## src/cfd_pkg.sv

```systemverilog
// constants and types for the counter frequency divider
`default_nettype none
package cfd_pkg;
    localparam int unsigned CLK_HZ = 200000000;
    // register byte offsets
    localparam logic [3:0] OFS_CTRL   = 4'h0;
    localparam logic [3:0] OFS_DIV    = 4'h4;
    localparam logic [3:0] OFS_CMD    = 4'h8;
    localparam logic [3:0] OFS_STATUS = 4'hC;
    // control field positions
    localparam int CTL_TB_LSB   = 0;
    localparam int CTL_EDGE     = 3;
    localparam int CTL_TOGGLE   = 4;
    localparam int CTL_GATE_LSB = 5;
    localparam int CTL_VARIANT  = 8;
    // command bits
    localparam int CMD_START = 0;
    localparam int CMD_STOP  = 1;
    // status bits
    localparam int STS_RUN  = 0;
    localparam int STS_OUT  = 1;
    localparam int STS_TCNT = 2;
    // reset values
    localparam logic [31:0] CTRL_RST = 32'h0000_0000;
    localparam logic [31:0] DIV_RST  = 32'h0000_0002;
    // internal timebase frequencies in Hz
    localparam int unsigned TB_1MHZ   = 1000000;
    localparam int unsigned TB_100KHZ = 100000;
    localparam int unsigned TB_10KHZ  = 10000;
    localparam int unsigned TB_1KHZ   = 1000;
    localparam int unsigned TB_100HZ  = 100;
    localparam int unsigned TB_20MHZ  = 20000000;
    // half-period counts of each timebase in clk cycles
    localparam int unsigned HP_1MHZ   = CLK_HZ / (2 * TB_1MHZ);
    localparam int unsigned HP_100KHZ = CLK_HZ / (2 * TB_100KHZ);
    localparam int unsigned HP_10KHZ  = CLK_HZ / (2 * TB_10KHZ);
    localparam int unsigned HP_1KHZ   = CLK_HZ / (2 * TB_1KHZ);
    localparam int unsigned HP_100HZ  = CLK_HZ / (2 * TB_100HZ);
    localparam int unsigned HP_20MHZ  = CLK_HZ / (2 * TB_20MHZ);
    // timebase select codes; 0 picks the source pin
    typedef enum logic [2:0] {
        TB_EXT  = 3'b000,
        TB_SEL1 = 3'b001,
        TB_SEL2 = 3'b010,
        TB_SEL3 = 3'b011,
        TB_SEL4 = 3'b100,
        TB_SEL5 = 3'b101
    } cfd_tb_type;
    typedef enum logic [2:0] {
        GATE_NONE = 3'b000,
        GATE_HIGH = 3'b001,
        GATE_LOW  = 3'b010,
        GATE_RISE = 3'b011,
        GATE_FALL = 3'b100
    } cfd_gate_type;
    typedef enum logic [1:0] {
        ST_IDLE = 2'b00,
        ST_ARM  = 2'b01,
        ST_RUN  = 2'b10
    } cfd_state_type;
endpackage
`default_nettype wire

```

## src/cfd_divider.sv

```systemverilog
// counter frequency divider with Avalon-MM register slave
//
// Register access over Avalon-MM and the address map were decided locally.
`default_nettype none
module cfd_divider
    import cfd_pkg::*;
#(
    parameter int unsigned DW = 24
) (
    // clock and reset
    input  wire logic        clk,
    input  wire logic        rst,
    // avalon-mm slave
    input  wire logic [3:0]  avs_address,
    input  wire logic        avs_read,
    input  wire logic        avs_write,
    input  wire logic [31:0] avs_writedata,
    input  wire logic [3:0]  avs_byteenable,
    output logic      [31:0] avs_readdata,
    output logic             avs_waitrequest,
    // ttl pins
    input  wire logic        source_pin,
    input  wire logic        gate_pin,
    output logic             div_out
);
    localparam int unsigned TW = 20;

    typedef struct packed {
        logic [1:0]    src_sync;
        logic [1:0]    gate_sync;
        logic          src_prev;
        logic          gate_prev;
        logic [31:0]   ctrl;
        logic [DW-1:0] divisor;
        logic [DW-1:0] count;
        cfd_state_type state;
        logic          out;
        logic          pulse_hold;
        logic          tc_seen;
        logic          ack;
        logic [31:0]   rdata;
    } cfd_st_type;

    cfd_st_type st_ff;
    cfd_st_type nxt_st;

    logic          tb_wave;
    logic [TW-1:0] half_period;
    cfd_tb_type    tb_sel;
    cfd_gate_type  gate_mode;
    logic          sel_level;
    logic          sel_edge;
    logic          gate_level;
    logic          gate_edge;
    logic          count_ok;
    logic          at_tc;
    logic          bus_req;
    logic [31:0]   wmask;

    assign tb_sel    = cfd_tb_type'(st_ff.ctrl[CTL_TB_LSB +: 3]);
    assign gate_mode = cfd_gate_type'(st_ff.ctrl[CTL_GATE_LSB +: 3]);

    // timebase table per variant; unsupported codes fall back to 100 kHz
    always_comb begin
        half_period = TW'(HP_100KHZ);
        if (st_ff.ctrl[CTL_VARIANT]) begin
            unique case (tb_sel)
                TB_SEL1: half_period = TW'(HP_20MHZ);
                default: half_period = TW'(HP_100KHZ);
            endcase
        end else begin
            unique case (tb_sel)
                TB_SEL1: half_period = TW'(HP_1MHZ);
                TB_SEL3: half_period = TW'(HP_10KHZ);
                TB_SEL4: half_period = TW'(HP_1KHZ);
                TB_SEL5: half_period = TW'(HP_100HZ);
                default: half_period = TW'(HP_100KHZ);
            endcase
        end
    end

    cfd_timebase #(
        .CW (TW)
    ) u_timebase (
        .clk         (clk),
        .rst         (rst),
        .half_period (half_period),
        .wave        (tb_wave)
    );

    // source selection and edge choice
    always_comb begin
        sel_level = (tb_sel == TB_EXT) ? st_ff.src_sync[1] : tb_wave;
        // rising by default, falling when the edge bit is set
        if (st_ff.ctrl[CTL_EDGE]) begin
            sel_edge = st_ff.src_prev & ~sel_level;
        end else begin
            sel_edge = ~st_ff.src_prev & sel_level;
        end
    end

    // gate qualification
    always_comb begin
        gate_level = 1'b1;
        gate_edge  = 1'b0;
        unique case (gate_mode)
            GATE_HIGH: gate_level = st_ff.gate_sync[1];
            GATE_LOW:  gate_level = ~st_ff.gate_sync[1];
            GATE_RISE: gate_edge  = ~st_ff.gate_prev & st_ff.gate_sync[1];
            GATE_FALL: gate_edge  = st_ff.gate_prev & ~st_ff.gate_sync[1];
            default:   gate_level = 1'b1;
        endcase
    end

    // level gates only hold the count, never clear it
    assign count_ok = (st_ff.state == ST_RUN) && gate_level && sel_edge;
    assign at_tc    = (st_ff.count == DW'(1));
    assign bus_req  = (avs_read | avs_write) & ~st_ff.ack;

    always_comb begin
        for (int i = 0; i < 4; i++) begin
            wmask[8*i +: 8] = {8{avs_byteenable[i]}};
        end
    end

    always_comb begin
        nxt_st           = st_ff;
        nxt_st.src_sync  = {st_ff.src_sync[0], source_pin};
        nxt_st.gate_sync = {st_ff.gate_sync[0], gate_pin};
        nxt_st.src_prev  = sel_level;
        nxt_st.gate_prev = st_ff.gate_sync[1];
        nxt_st.ack       = bus_req;

        unique case (st_ff.state)
            ST_IDLE: begin
            end
            ST_ARM: begin
                // edge gates wait for their trigger after start
                if (gate_edge) begin
                    nxt_st.state = ST_RUN;
                end
            end
            ST_RUN: begin
                if (count_ok) begin
                    // pulse lasts until the next counted edge, one source period while the gate stays open
                    nxt_st.pulse_hold = 1'b0;
                    if (!st_ff.ctrl[CTL_TOGGLE]) begin
                        nxt_st.out = 1'b0;
                    end
                    if (at_tc) begin
                        nxt_st.count   = st_ff.divisor;
                        nxt_st.tc_seen = 1'b1;
                        if (st_ff.ctrl[CTL_TOGGLE]) begin
                            nxt_st.out = ~st_ff.out;
                        end else begin
                            nxt_st.out        = 1'b1;
                            nxt_st.pulse_hold = 1'b1;
                        end
                    end else begin
                        nxt_st.count = st_ff.count - DW'(1);
                    end
                end
            end
            default: nxt_st.state = ST_IDLE;
        endcase

        // register access, answered one cycle after the request
        nxt_st.rdata = st_ff.rdata;
        if (bus_req && avs_read) begin
            unique case (avs_address)
                OFS_CTRL:   nxt_st.rdata = st_ff.ctrl;
                OFS_DIV:    nxt_st.rdata = 32'(st_ff.divisor);
                OFS_STATUS: nxt_st.rdata = {29'h0, st_ff.tc_seen, st_ff.out,
                                            st_ff.state != ST_IDLE};
                default:    nxt_st.rdata = 32'h0000_0000;
            endcase
        end
        if (bus_req && avs_write) begin
            unique case (avs_address)
                OFS_CTRL: begin
                    nxt_st.ctrl = (st_ff.ctrl & ~wmask) | (avs_writedata & wmask);
                end
                OFS_DIV: begin
                    // a divisor below two is the writer's fault
                    nxt_st.divisor = DW'((32'(st_ff.divisor) & ~wmask)
                                         | (avs_writedata & wmask));
                end
                OFS_CMD: begin
                    if (avs_byteenable[0] && avs_writedata[CMD_STOP]) begin
                        nxt_st.state      = ST_IDLE;
                        nxt_st.count      = '0;
                        nxt_st.out        = 1'b0;
                        nxt_st.pulse_hold = 1'b0;
                    end else if (avs_byteenable[0] && avs_writedata[CMD_START]) begin
                        nxt_st.count      = st_ff.divisor;
                        // a terminal count in the restart cycle still leaves its mark
                        nxt_st.tc_seen    = count_ok && at_tc;
                        nxt_st.out        = 1'b0;
                        // a restart drops any pulse in progress
                        nxt_st.pulse_hold = 1'b0;
                        if (gate_mode == GATE_RISE || gate_mode == GATE_FALL) begin
                            nxt_st.state = ST_ARM;
                        end else begin
                            nxt_st.state = ST_RUN;
                        end
                    end
                end
                default: begin
                end
            endcase
        end
    end

    always_ff @(posedge clk) begin
        if (rst) begin
            st_ff         <= '0;
            st_ff.ctrl    <= CTRL_RST;
            st_ff.divisor <= DW'(DIV_RST);
            st_ff.state   <= ST_IDLE;
        end else begin
            st_ff <= nxt_st;
        end
    end

    assign avs_readdata    = st_ff.rdata;
    assign avs_waitrequest = ~st_ff.ack;
    assign div_out         = st_ff.out;
endmodule
`default_nettype wire

```

## src/cfd_timebase.sv

```systemverilog
// internal timebase generator: square wave from a half-period count
`default_nettype none
module cfd_timebase
    import cfd_pkg::*;
#(
    parameter int unsigned CW = 20
) (
    // clock and reset
    input  wire logic          clk,
    input  wire logic          rst,
    // half-period in clk cycles
    input  wire logic [CW-1:0] half_period,
    // square wave
    output logic               wave
);
    typedef struct packed {
        logic [CW-1:0] cnt;
        logic          wave;
    } cfd_tb_st_type;

    cfd_tb_st_type st_ff;
    cfd_tb_st_type nxt_st;

    always_comb begin
        nxt_st = st_ff;
        if (st_ff.cnt >= half_period - CW'(1)) begin
            nxt_st.cnt  = '0;
            nxt_st.wave = ~st_ff.wave;
        end else begin
            nxt_st.cnt = st_ff.cnt + CW'(1);
        end
    end

    always_ff @(posedge clk) begin
        if (rst) begin
            st_ff <= '0;
        end else begin
            st_ff <= nxt_st;
        end
    end

    assign wave = st_ff.wave;
endmodule
`default_nettype wire

```

## config.mk

```make
export PLATFORM = sky130hd
export DESIGN_NAME = cfd_divider
export DESIGN_NICKNAME = d
export VERILOG_FILES = /design/src/cfd_pkg.sv /design/src/cfd_divider.sv /design/src/cfd_timebase.sv
export SDC_FILE = /design/constraint.sdc
export NUM_CORES = 1
export LEC_CHECK = 0
export ABC_AREA = 1
export BUFFER_PORTS_ARGS = -buffer_cell sky130_fd_sc_hd__buf_2
export CAP_MARGIN = 30
export CELL_PAD_IN_SITES_DETAIL_PLACEMENT = 0
export CELL_PAD_IN_SITES_GLOBAL_PLACEMENT = 2
export CORE_MARGIN = 2
export CORE_UTILIZATION = 30
export DETAILED_ROUTE_END_ITERATION = 16
export GPL_ROUTABILITY_DRIVEN = 0
export PLACE_DENSITY_LB_ADDON = 0.1
export SLEW_MARGIN = 20
export SYNTH_ARGS = -nofsm -noshare
export SYNTH_HDL_FRONTEND = slang
export SYNTH_SLANG_ARGS = --single-unit
```

## constraint.sdc

```tcl
create_clock -name clk -period 5.8 [get_ports clk]
set_clock_uncertainty 0.1 [all_clocks]
set_input_delay 0.87 -clock clk [delete_from_list [all_inputs] [get_ports clk]]
set_output_delay 0.87 -clock clk [all_outputs]
set_load 0.03 [all_outputs]
```

==> metrics.txt, run 1 <==
Final Max Tran Viols=0; top cell type's share of synthesized area=37.7%; area of the mapped netlist=7640 um^2; routed vias=6,859; vias in the first global route=6,521; DRC=0; first-pass GRT wire length=35,900 um; worst reg2reg endpoint=u_timebase.st_ff[16]$_SDFF_PP0_; vias per cell=4.60; leading area contributor after synthesis=dfxtp_1; slack of the worst reg-to-reg path=2170 ps; Worst Path Max Fanout=20; WS Path Type=reg2reg; layout overhead on the synthesized area=13.6%; Post-Syn Instances=1,111; drt first pass iters=5; setup ws final=2170 ps; M3 GR Usage=3.58%; HP Class=reg2reg; setup TNS=0 ps; IO Pins=80; Starting Density=30.4%; Setup crit end kind=flop; final cycle utilization of the critical path=62.5%; Synth async-reset ratio=0%; endpoints failing setup=0; Cell Pwr Density=259 nW/um^2; post-synthesis sequential area ratio=37.7%; clk slew on worst S/H paths=70 ps; crit start category=flop; worst-skew pair later-pin latency=430 ps; dominant synthesized flop cell=dfxtp_1; clock root cell=clkbuf_16; yosys warns=0; DP Wirelength=16,500 um; clock share of power=49.4%; worst hold stages=2; core footprint=25,100 um^2; NetSw=0.624 mW; routing usage on met2=26.1%; htree depth=4; nets=1,217; FF+latch count, synth=144; die width=164 um; die height=164 um; GRT busiest layer=met2; Worst-Margin Slew=988 ps; initial antenna violation count=3; Setup Fix Bufs, Post-CTS=0; outcome=complete, no violations; HP Start=nxt_st[123]$_SDFF_PP0_; routing usage on met1=25.1%; die footprint=26,800 um^2; CTS tree=done; synth unique cells=44; Inst Count DP=1,457; Final Hold Viols=0; initial detailed-routing violation count=325; largest net degree at the start of global routing=47; fin crit period=3630 ps; number of fill cells in the layout=2,835; number of flops mapped to enable cells by yosys=0; I/O Buffers=79; row count=58; Worst IR Drop VDD=0.124 mV; Layout Cells excl Fill=1,491; total grt overflow=0; crit path DAT=3850 ps; share of cells above drive strength 1=14.0%; wire per inst=15.0 um; ANT nets after route=0; Area contributors post-synth=dfxtp_1 38%, nand2_1 11%, a21oi_1 7.9%; Worst Hold Path EP=st_ff[123]$_SDFF_PP0_; r2r worst-path depth=19; PostCTS Resize Cnt=0; Fmax achieved=276 MHz; Total GRT Usage=17.3%; final WL=22,400 um; Int Power=1.62 mW; unrepaired setup endpoints after global routing=no; Combinational Power Share=5.8%; Sw Share=27.8%; number of buffers created by CTS=17; dpl ws=2090 ps; Synth Net Count=1,182; Leakage=3.76 nW; clk buf depth=2; Req. time, crit path=6030 ps; average cell area after synthesis=6.87 um^2; Seq pwr share=44.8%; # hold bufs at CTS=0; maxcap violations=0; Sink Count=144; Worst slew margin=33.5%
-- cells by family (layout without fill, tap and decap cells) --
group,count (synthesis),in the layout,share of synthesized area [%]
and+or+nand+nor,463,463,25.9
other,1,3,0.0491
DFF,144,144,37.7
buffers and inverters,199,247,11.9
adders and majority gates,25,25,4.10
AOI/OAI and AO/OA,256,256,17.6
xor gates and xnor gates,23,23,2.64
-- critical path, stage by stage, from the launching register on --
cell and delay (ps):
dfxtp_1 410, inv_2 120, nand2_1 90, nor3_1 60, inv_1 170, nand3_1 160
ha_1 230, nand2_1 80, nand2_1 80, nor2_1 100, nand3_1 90, xor2_1 150
ha_1 280, nand2_1 80, o21ai_0 90, nand2_1 80, nand2_1 50, nor2_1 180
nand3_1 600, nor3_1 330
-- placed cells by master (no fill, tap or decap), drive strengths merged, types with 5 or more instances in the layout --
master and instances:
clkinv 6, o211ai 5, inv 136, a21oi 123
nand4 10, nand2 221, o21ai 109, o22ai 8
ha 25, buf 86, xor2 17, xnor2 6
dfxtp 144, clkbuf 18, nor3 12, nand3 43
nor2 168
-- metrics by stage --
step                      utilization, %  hold slack, ps  cell area, um^2  power [mW]
after floorplan                        -             288             7640        1.11
final                               34.5             303             8670        2.24
after global routing                34.5             323             8670        2.34
after global placement              32.2             293             8070        1.16
after CTS                           34.5             306             8670        2.29
after detailed placement            32.2             296             8070        1.16
-- how the worst max path moves through the flow --
stage          start                               to  slack (ps)  cells past startpoint
2_1_floorplan   flop  u_timebase.st_ff[17]$_SDFF_PP0_        3050                     19
3_3_place_gp    flop  u_timebase.st_ff[16]$_SDFF_PP0_        2190                     17
3_5_place_dp    flop  u_timebase.st_ff[16]$_SDFF_PP0_        2090                     19
4_1_cts         flop  u_timebase.st_ff[16]$_SDFF_PP0_        2090                     19
5_1_grt         flop  u_timebase.st_ff[16]$_SDFF_PP0_        1740                     19
6_report        flop  u_timebase.st_ff[16]$_SDFF_PP0_        2170                     19
-- metal layers --
layer,vias to the layer above,share of wire (%)
met3,17,4.2
met5,-,0.058
li1,3634,-
met1,3090,52
met4,2,0.91
met2,116,42
-- Yosys cell counts (2+ instances only) --
master	n
xnor2_1	6
a21oi_1	120
nor2_1	149
nand3b_1	3
inv_2	8
clkbuf_1	22
o221ai_1	4
nand3_2	4
o21ai_1	3
dfxtp_1	144
or3_1	2
ha_1	25
buf_4	35
buf_2	9
nor2_4	4
nand4_1	9
nor2_2	15
nand3_1	39
xor2_1	17
nand2_1	214
o21ai_0	106
nand2_2	6
inv_1	121
o22ai_1	8
a21oi_2	3
a211oi_1	2
nor3_1	11
buf_6	2
o211ai_1	5
-- power by group through the flow --
stage / Clock (mW) / Combinational [mW] / Sequential (mW)
6_report: 1.11 / 0.131 / 1.01
3_5_place_dp: 0 / 0.133 / 1.03
5_1_grt: 1.18 / 0.150 / 1.01
3_3_place_gp: 0 / 0.134 / 1.03
4_1_cts: 1.15 / 0.134 / 1.01
2_1_floorplan: 0 / 0.0840 / 1.03
-- area by class of cell --
class | instances | area, um^2 | area share [%]
multi-input combinational | 768 | 3850 | 44.3
sequential | 144 | 2880 | 33.2
inverter | 129 | 484 | 5.58
timing repair buffer | 86 | 448 | 5.16
clock buffer | 18 | 429 | 4.95
tap | 330 | 413 | 4.76
clock inverter | 14 | 166 | 1.92
antenna | 2 | 5.00 | 0.0577
Power figures use the tool's default switching activity.
==> run 2: changes to the inputs <==
--- a/config.mk
+++ b/config.mk
@@ -5,7 +5,7 @@
 export SDC_FILE = /design/constraint.sdc
 export NUM_CORES = 1
 export LEC_CHECK = 0
-export ABC_AREA = 1
+export ABC_AREA = 0
 export BUFFER_PORTS_ARGS = -buffer_cell sky130_fd_sc_hd__buf_2
 export CAP_MARGIN = 30
 export CELL_PAD_IN_SITES_DETAIL_PLACEMENT = 0
==> constraint.sdc (replaced) <==
create_clock -name clk -period 3.71 [get_ports clk]
set_clock_uncertainty 0.1 [all_clocks]
set_input_delay 0.5565 -clock clk [delete_from_list [all_inputs] [get_ports clk]]
set_output_delay 0.5565 -clock clk [all_outputs]
set_load 0.03 [all_outputs]
==> metrics.txt, run 2 <==
Final Hold Viols=0 (unchanged); Fmax achieved=286 MHz (+3.7%); HP Class=in2reg; I/O Buffers=79 (unchanged); Worst slew margin=49.1% (+16 points); Total GRT Usage=17.2% (-0.11 points); row count=57 (-1.7%); wire per inst=17.3 um (+15%); Int Power=2.71 mW (+67%); leading area contributor after synthesis=dfxtp_1; clock share of power=51.8% (+2.4 points); unrepaired setup endpoints after global routing=no; Sink Count=144 (unchanged); DRC=0 (unchanged); worst reg2reg endpoint=u_timebase.st_ff[11]$_SDFF_PP0_; # hold bufs at CTS=0 (unchanged); CTS tree=done; NetSw=0.898 mW (+44%); # diodes=0 (-2); crit path to=u_timebase.st_ff[11]$_SDFF_PP0_; dominant synthesized flop cell=dfxtp_1; Cell Pwr Density=425 nW/um^2 (+64%); Post-Syn Instances=892 (-20%); Final Max Tran Viols=0 (unchanged); Req. time, crit path=3960 ps (-2070 ps); clk buf depth=2 (unchanged); IO Pins=80 (unchanged); yosys warns=0 (unchanged); initial antenna violation count=0 (-3); top cell type's share of synthesized area=39.5% (+1.7 points); post-synthesis sequential area ratio=39.5% (+1.7 points); commonest non-fill, non-tap cell in the layout=nor2_1; most common cell in the synthesized netlist=nor2_1; final cycle utilization of the critical path=94.3% (+32 points); core footprint=24,100 um^2 (-4.0%); WS Path Type=reg2reg; routed vias=6,326 (-7.8%); fin crit period=3500 ps (-130 ps); clock root cell=clkbuf_16; Placed Area=7830 um^2 (-3.1%); first-pass GRT wire length=34,800 um (-3.0%); Combinational Power Share=4.8% (-1.0 points); Sw Share=24.9% (-2.9 points); final WL=21,800 um (-2.8%); Worst IR Drop VDD=0.258 mV (+110%); most frequent cells in the layout=149 x nor2_1, 142 x dfxtp_1, 84 x a21oi_1; vias in the first global route=6,239 (-4.3%); slack of the worst reg-to-reg path=210 ps (-1960 ps); die width=160 um (-2.1%); Starting Density=30.3% (-0.11 points); maxcap violations=0 (unchanged); r2r worst-path depth=15 (-4); Leakage=3.26 nW (-13%); WHS=241 ps (-62.4 ps); Setup crit end kind=flop; worst-skew pair later-pin latency=420 ps (about the same); die height=160 um (-2.1%); clk slew on worst S/H paths=70 ps (about the same); share of cells above drive strength 1=16.7% (+2.7 points); crit path max-delay cell type=ha_1; ANT nets after route=0 (unchanged); nets=997 (-18%); crit-path most repeated cell=ha_1; Worst Path Max Fanout=20 (unchanged); outcome=complete, no violations; largest net degree at the start of global routing=52 (+11%); crit path DAT=3750 ps (-100 ps); number of buffers created by CTS=17 (unchanged); Setup Fix Bufs, Post-CTS=0 (unchanged); die footprint=25,600 um^2 (-4.2%); setup TNS=0 ps (unchanged); Synth async-reset ratio=0% (unchanged); DP Wirelength=15,900 um (-3.2%); drt first pass iters=5 (unchanged); synth unique cells=67 (+52%); dpl ws=147 ps (-1940 ps); FF+latch count, synth=144 (unchanged); Synth Net Count=963 (-19%); setup ws final=212 ps (-1960 ps); vias per cell=5.01 (+8.9%); endpoints failing setup=0 (unchanged); total grt overflow=0 (unchanged); average cell area after synthesis=8.19 um^2 (+19%); layout overhead on the synthesized area=16.3%; area of the mapped netlist=7310 um^2 (-4.3%); Area contributors post-synth=dfxtp_1 39%, nor2_1 7.7%, a21oi_1 5.8%; Seq pwr share=43.4% (-1.4 points); htree depth=4 (unchanged); crit start category=flop; fin area=8500 um^2 (-2.0%); Crit path largest cell delay=330 ps (-270 ps); initial detailed-routing violation count=364 (+12%); number of flops mapped to enable cells by yosys=0 (unchanged); Worst-Margin Slew=760 ps (-228 ps); Commonest cells post-synth=150 x nor2_1, 144 x dfxtp_1, 84 x a21oi_1; crit path cell chain=buf_4, a21oi_1, or2_2, ha_1, nand2b_1, a31oi_1, o21ai_0, ha_1, a41o_1, a221oi_2, o31ai_1, a211o_1, or2_1, buf_6, nor2_1
## run 2: timing repair
action / CTS / global route
endpoints found under the setup margin: 0 / 20
hold endpoints to repair: 0 / 0
gates resized for setup: 0 / 8
## run 2: cell families (layout without fill, tap and decap cells)
kind of cell               after synthesis  count (layout)  synth area share [%]
and+or+nand+nor                        356             356                  23.3
AOI/OAI and AO/OA                      201             201                  17.3
DFF                                    144             144                  39.5
buffers and inverters                  102             149                  7.42
muxes                                   38              38                  5.21
adders and majority gates               25              25                  4.28
xor gates and xnor gates                25              25                  3.00
other                                    1               1                0.0513
## run 2: worst max-delay path: cells and delay by family, from the launching register on
family,cells,cell delay (ps)
compound gates,7,1310
fa+ha+maj,2,540
buf+inv,2,340
flops,1,320
simple gates,4,800
## run 2: power groups by stage
stage | combinational, mW | sequential (mW) | clock (mW)
3_5_place_dp | 0.175 | 1.60 | 0
6_report | 0.174 | 1.57 | 1.87
2_1_floorplan | 0.100 | 1.60 | 0
5_1_grt | 0.194 | 1.57 | 1.99
4_1_cts | 0.176 | 1.57 | 1.93
3_3_place_gp | 0.171 | 1.60 | 0
## run 2: worst min path at each step
stage                                         to  slack, ps                   start  cells after the start
after global placement    nxt_st[118]$_SDFF_PP0_        320  nxt_st[121]$_SDFF_PP0_                      1
after global routing      nxt_st[123]$_SDFF_PP0_        250              source_pin                      2
after detailed placement  nxt_st[118]$_SDFF_PP0_        330  nxt_st[121]$_SDFF_PP0_                      1
after CTS                 nxt_st[123]$_SDFF_PP0_        230              source_pin                      2
final                     nxt_st[123]$_SDFF_PP0_        240              source_pin                      2
after floorplan           nxt_st[118]$_SDFF_PP0_        310  nxt_st[121]$_SDFF_PP0_                      1
## run 2: cell type report
type	count	area [um^2]
well taps	324	405
repair buffers	101	587
clock inverters	15	216
multi-input cells	646	3920
fillers	2601	15600
flip-flops and latches	144	2890
inverters	16	60.1
clock buffers	17	425
## run 2: per-layer routing
layer,track usage [%],wire length [um],vias up
li1,-,-,3171
met1,24.3,11100,3021
met2,27.1,9740,123
met3,3.19,739,11
met4,4.14,240,0
met5,0,0,-
## run 2: through the flow
step / total power [mW] / util (%) / instances
floorplan: 1.70 / - / 892
global route: 3.75 / 35.2 / 1263
global placement: 1.77 / 32.4 / 1230
finish: 3.61 / 35.2 / 1263
detailed placement: 1.78 / 32.5 / 1231
CTS: 3.67 / 35.1 / 1263
==> run 3: changes to the inputs <==
--- a/config.mk
+++ b/config.mk
@@ -11,7 +11,7 @@
 export CELL_PAD_IN_SITES_DETAIL_PLACEMENT = 0
 export CELL_PAD_IN_SITES_GLOBAL_PLACEMENT = 2
 export CORE_MARGIN = 2
-export CORE_UTILIZATION = 30
+export CORE_UTILIZATION = 35
 export DETAILED_ROUTE_END_ITERATION = 16
 export GPL_ROUTABILITY_DRIVEN = 0
 export PLACE_DENSITY_LB_ADDON = 0.1
==> metrics.txt, run 3 (synthesized netlist as in run 2, its figures left out) <==
outcome=complete, no violations; crit start category=flop; clk slew on worst S/H paths=70 ps (about the same); row count=52 (-8.8%); routed vias=6,465 (+2.2%); Setup Fix Bufs, Post-CTS=0 (unchanged); setup TNS=0 ps (unchanged); worst reg2reg endpoint=u_timebase.st_ff[8]$_SDFF_PP0_; DRC=0 (unchanged); drt first pass iters=5 (unchanged); r2r worst-path depth=14 (-1); largest net degree at the start of global routing=80 (+54%); number of buffers created by CTS=17 (unchanged); crit path DAT=3760 ps (about the same); DP Wirelength=16,300 um (+2.4%); commonest non-fill, non-tap cell in the layout=nor2_1; Worst-Margin Slew=856 ps (+96.3 ps); Cell Pwr Density=415 nW/um^2 (-2.3%); final WL=22,100 um (+1.4%); Leakage=3.22 nW (-1.2%); CTS tree=done; htree depth=4 (unchanged); IO Pins=80 (unchanged); ANT nets after route=0 (unchanged); I/O Buffers=79 (unchanged); endpoints failing setup=0 (unchanged); Final Util=41.1% (+5.8 points); vias per cell=5.34 (+6.7%); multi-input logic area=3900 um^2 (-0.42%); WS Path Type=reg2reg; vias in the first global route=6,206 (-0.53%); Worst slew margin=42.9% (-6.1 points); Final Hold Viols=0 (unchanged); Placed Area=7750 um^2 (-0.91%); initial antenna violation count=0 (unchanged); Sink Count=144 (unchanged); Reg area=2880 um^2 (about the same); crit path to=u_timebase.st_ff[8]$_SDFF_PP0_; Worst IR Drop VDD=0.277 mV (+7.7%); Fmax achieved=286 MHz (about the same); fin crit period=3500 ps (-1.79 ps); fin area=8360 um^2 (-1.6%); # hold bufs at CTS=0 (unchanged); Total GRT Usage=20.1% (+3.0 points); Final Max Tran Viols=0 (unchanged); clock root cell=clkbuf_16; die footprint=22,000 um^2 (-14%); core footprint=20,400 um^2 (-16%); Worst Path Max Fanout=20 (unchanged); first-pass GRT wire length=34,500 um (-0.89%); Layout Cells excl Fill=1,210 (-4.2%); unrepaired setup endpoints after global routing=no; Req. time, crit path=3970 ps (about the same); worst-skew pair later-pin latency=420 ps (about the same); final cycle utilization of the critical path=94.2% (about the same); slack of the worst reg-to-reg path=210 ps (about the same); nets=997 (unchanged); initial detailed-routing violation count=569 (+56%); die height=148 um (-7.2%); HP Start=gate_pin; Starting Density=35.9% (+5.6 points); PnR Total Power=3.47 mW (-3.9%); number of fill cells in the layout=2,109 (-19%); HP Class=in2reg; Setup crit end kind=flop; Inst Count DP=1,177 (-4.4%); clk buf depth=2 (unchanged); layout overhead on the synthesized area=14.4%; share of cells above drive strength 1=16.4% (-0.32 points); die width=148 um (-7.2%); maxcap violations=0 (unchanged); wire per inst=18.3 um (+5.8%); most frequent cells in the layout=149 x nor2_1, 144 x dfxtp_1, 84 x a21oi_1; total grt overflow=0 (unchanged)
## run 3: worst max-delay path, stage by stage, from the launching register on
cell	delay [ps]
dfxtp_1	330
nand2b_1	170
nor2_1	70
or2_2	310
ha_1	210
nand2b_1	160
a31oi_1	180
o21ai_0	100
ha_1	330
a41o_1	260
a221oi_1	300
o31ai_1	140
a211o_1	300
or2_4	340
nor2_2	140
## run 3: power by group
group,leakage [nW],switching (mW),total (mW),internal [mW]
registers,1.16,0.0117,1.57,1.56
logic,1.77,0.116,0.174,0.0577
clock network,0.286,0.820,1.73,0.909
total,3.22,0.948,3.47,2.52
## run 3: worst min path at each step
stage | endpoint | slack, ps | cells after the start
2_1_floorplan | nxt_st[118]$_SDFF_PP0_ | 310 | 1
3_3_place_gp | avs_readdata[25]$_SDFFE_PP0P_ | 340 | 2
3_5_place_dp | nxt_st[118]$_SDFF_PP0_ | 350 | 1
4_1_cts | nxt_st[121]$_SDFF_PP0_ | 230 | 2
5_1_grt | nxt_st[121]$_SDFF_PP0_ | 230 | 2
6_report | nxt_st[121]$_SDFF_PP0_ | 240 | 2
## run 3: timing repair
action	CTS	global route
setup endpoints to repair	20	20
hold endpoints to repair	0	0
gates resized for setup	1	3
## run 3: layout make-up
cell class	count	share of cell area [%]
inverters	16	0.718
flip-flops and latches	144	34.5
well taps	270	4.04
repair buffers	101	6.93
clock buffers	17	5.09
diodes	1	0.0299
clock inverters	15	2.05
multi-input cells	646	46.7
## run 3: metal layers
layer  wire length, um  track usage [%]
met5                 0                0
met4               129             3.67
met3              1730             6.60
met2              9140             28.7
met1             11100             29.8
## run 3: stage by stage
stage / setup WS, ps / hold slack (ps)
finish: 214 / 243
global route: 7.87 / 229
CTS: 19.0 / 229
detailed placement: -44.3 / 345
global placement: 142 / 336
floorplan: 171 / 314
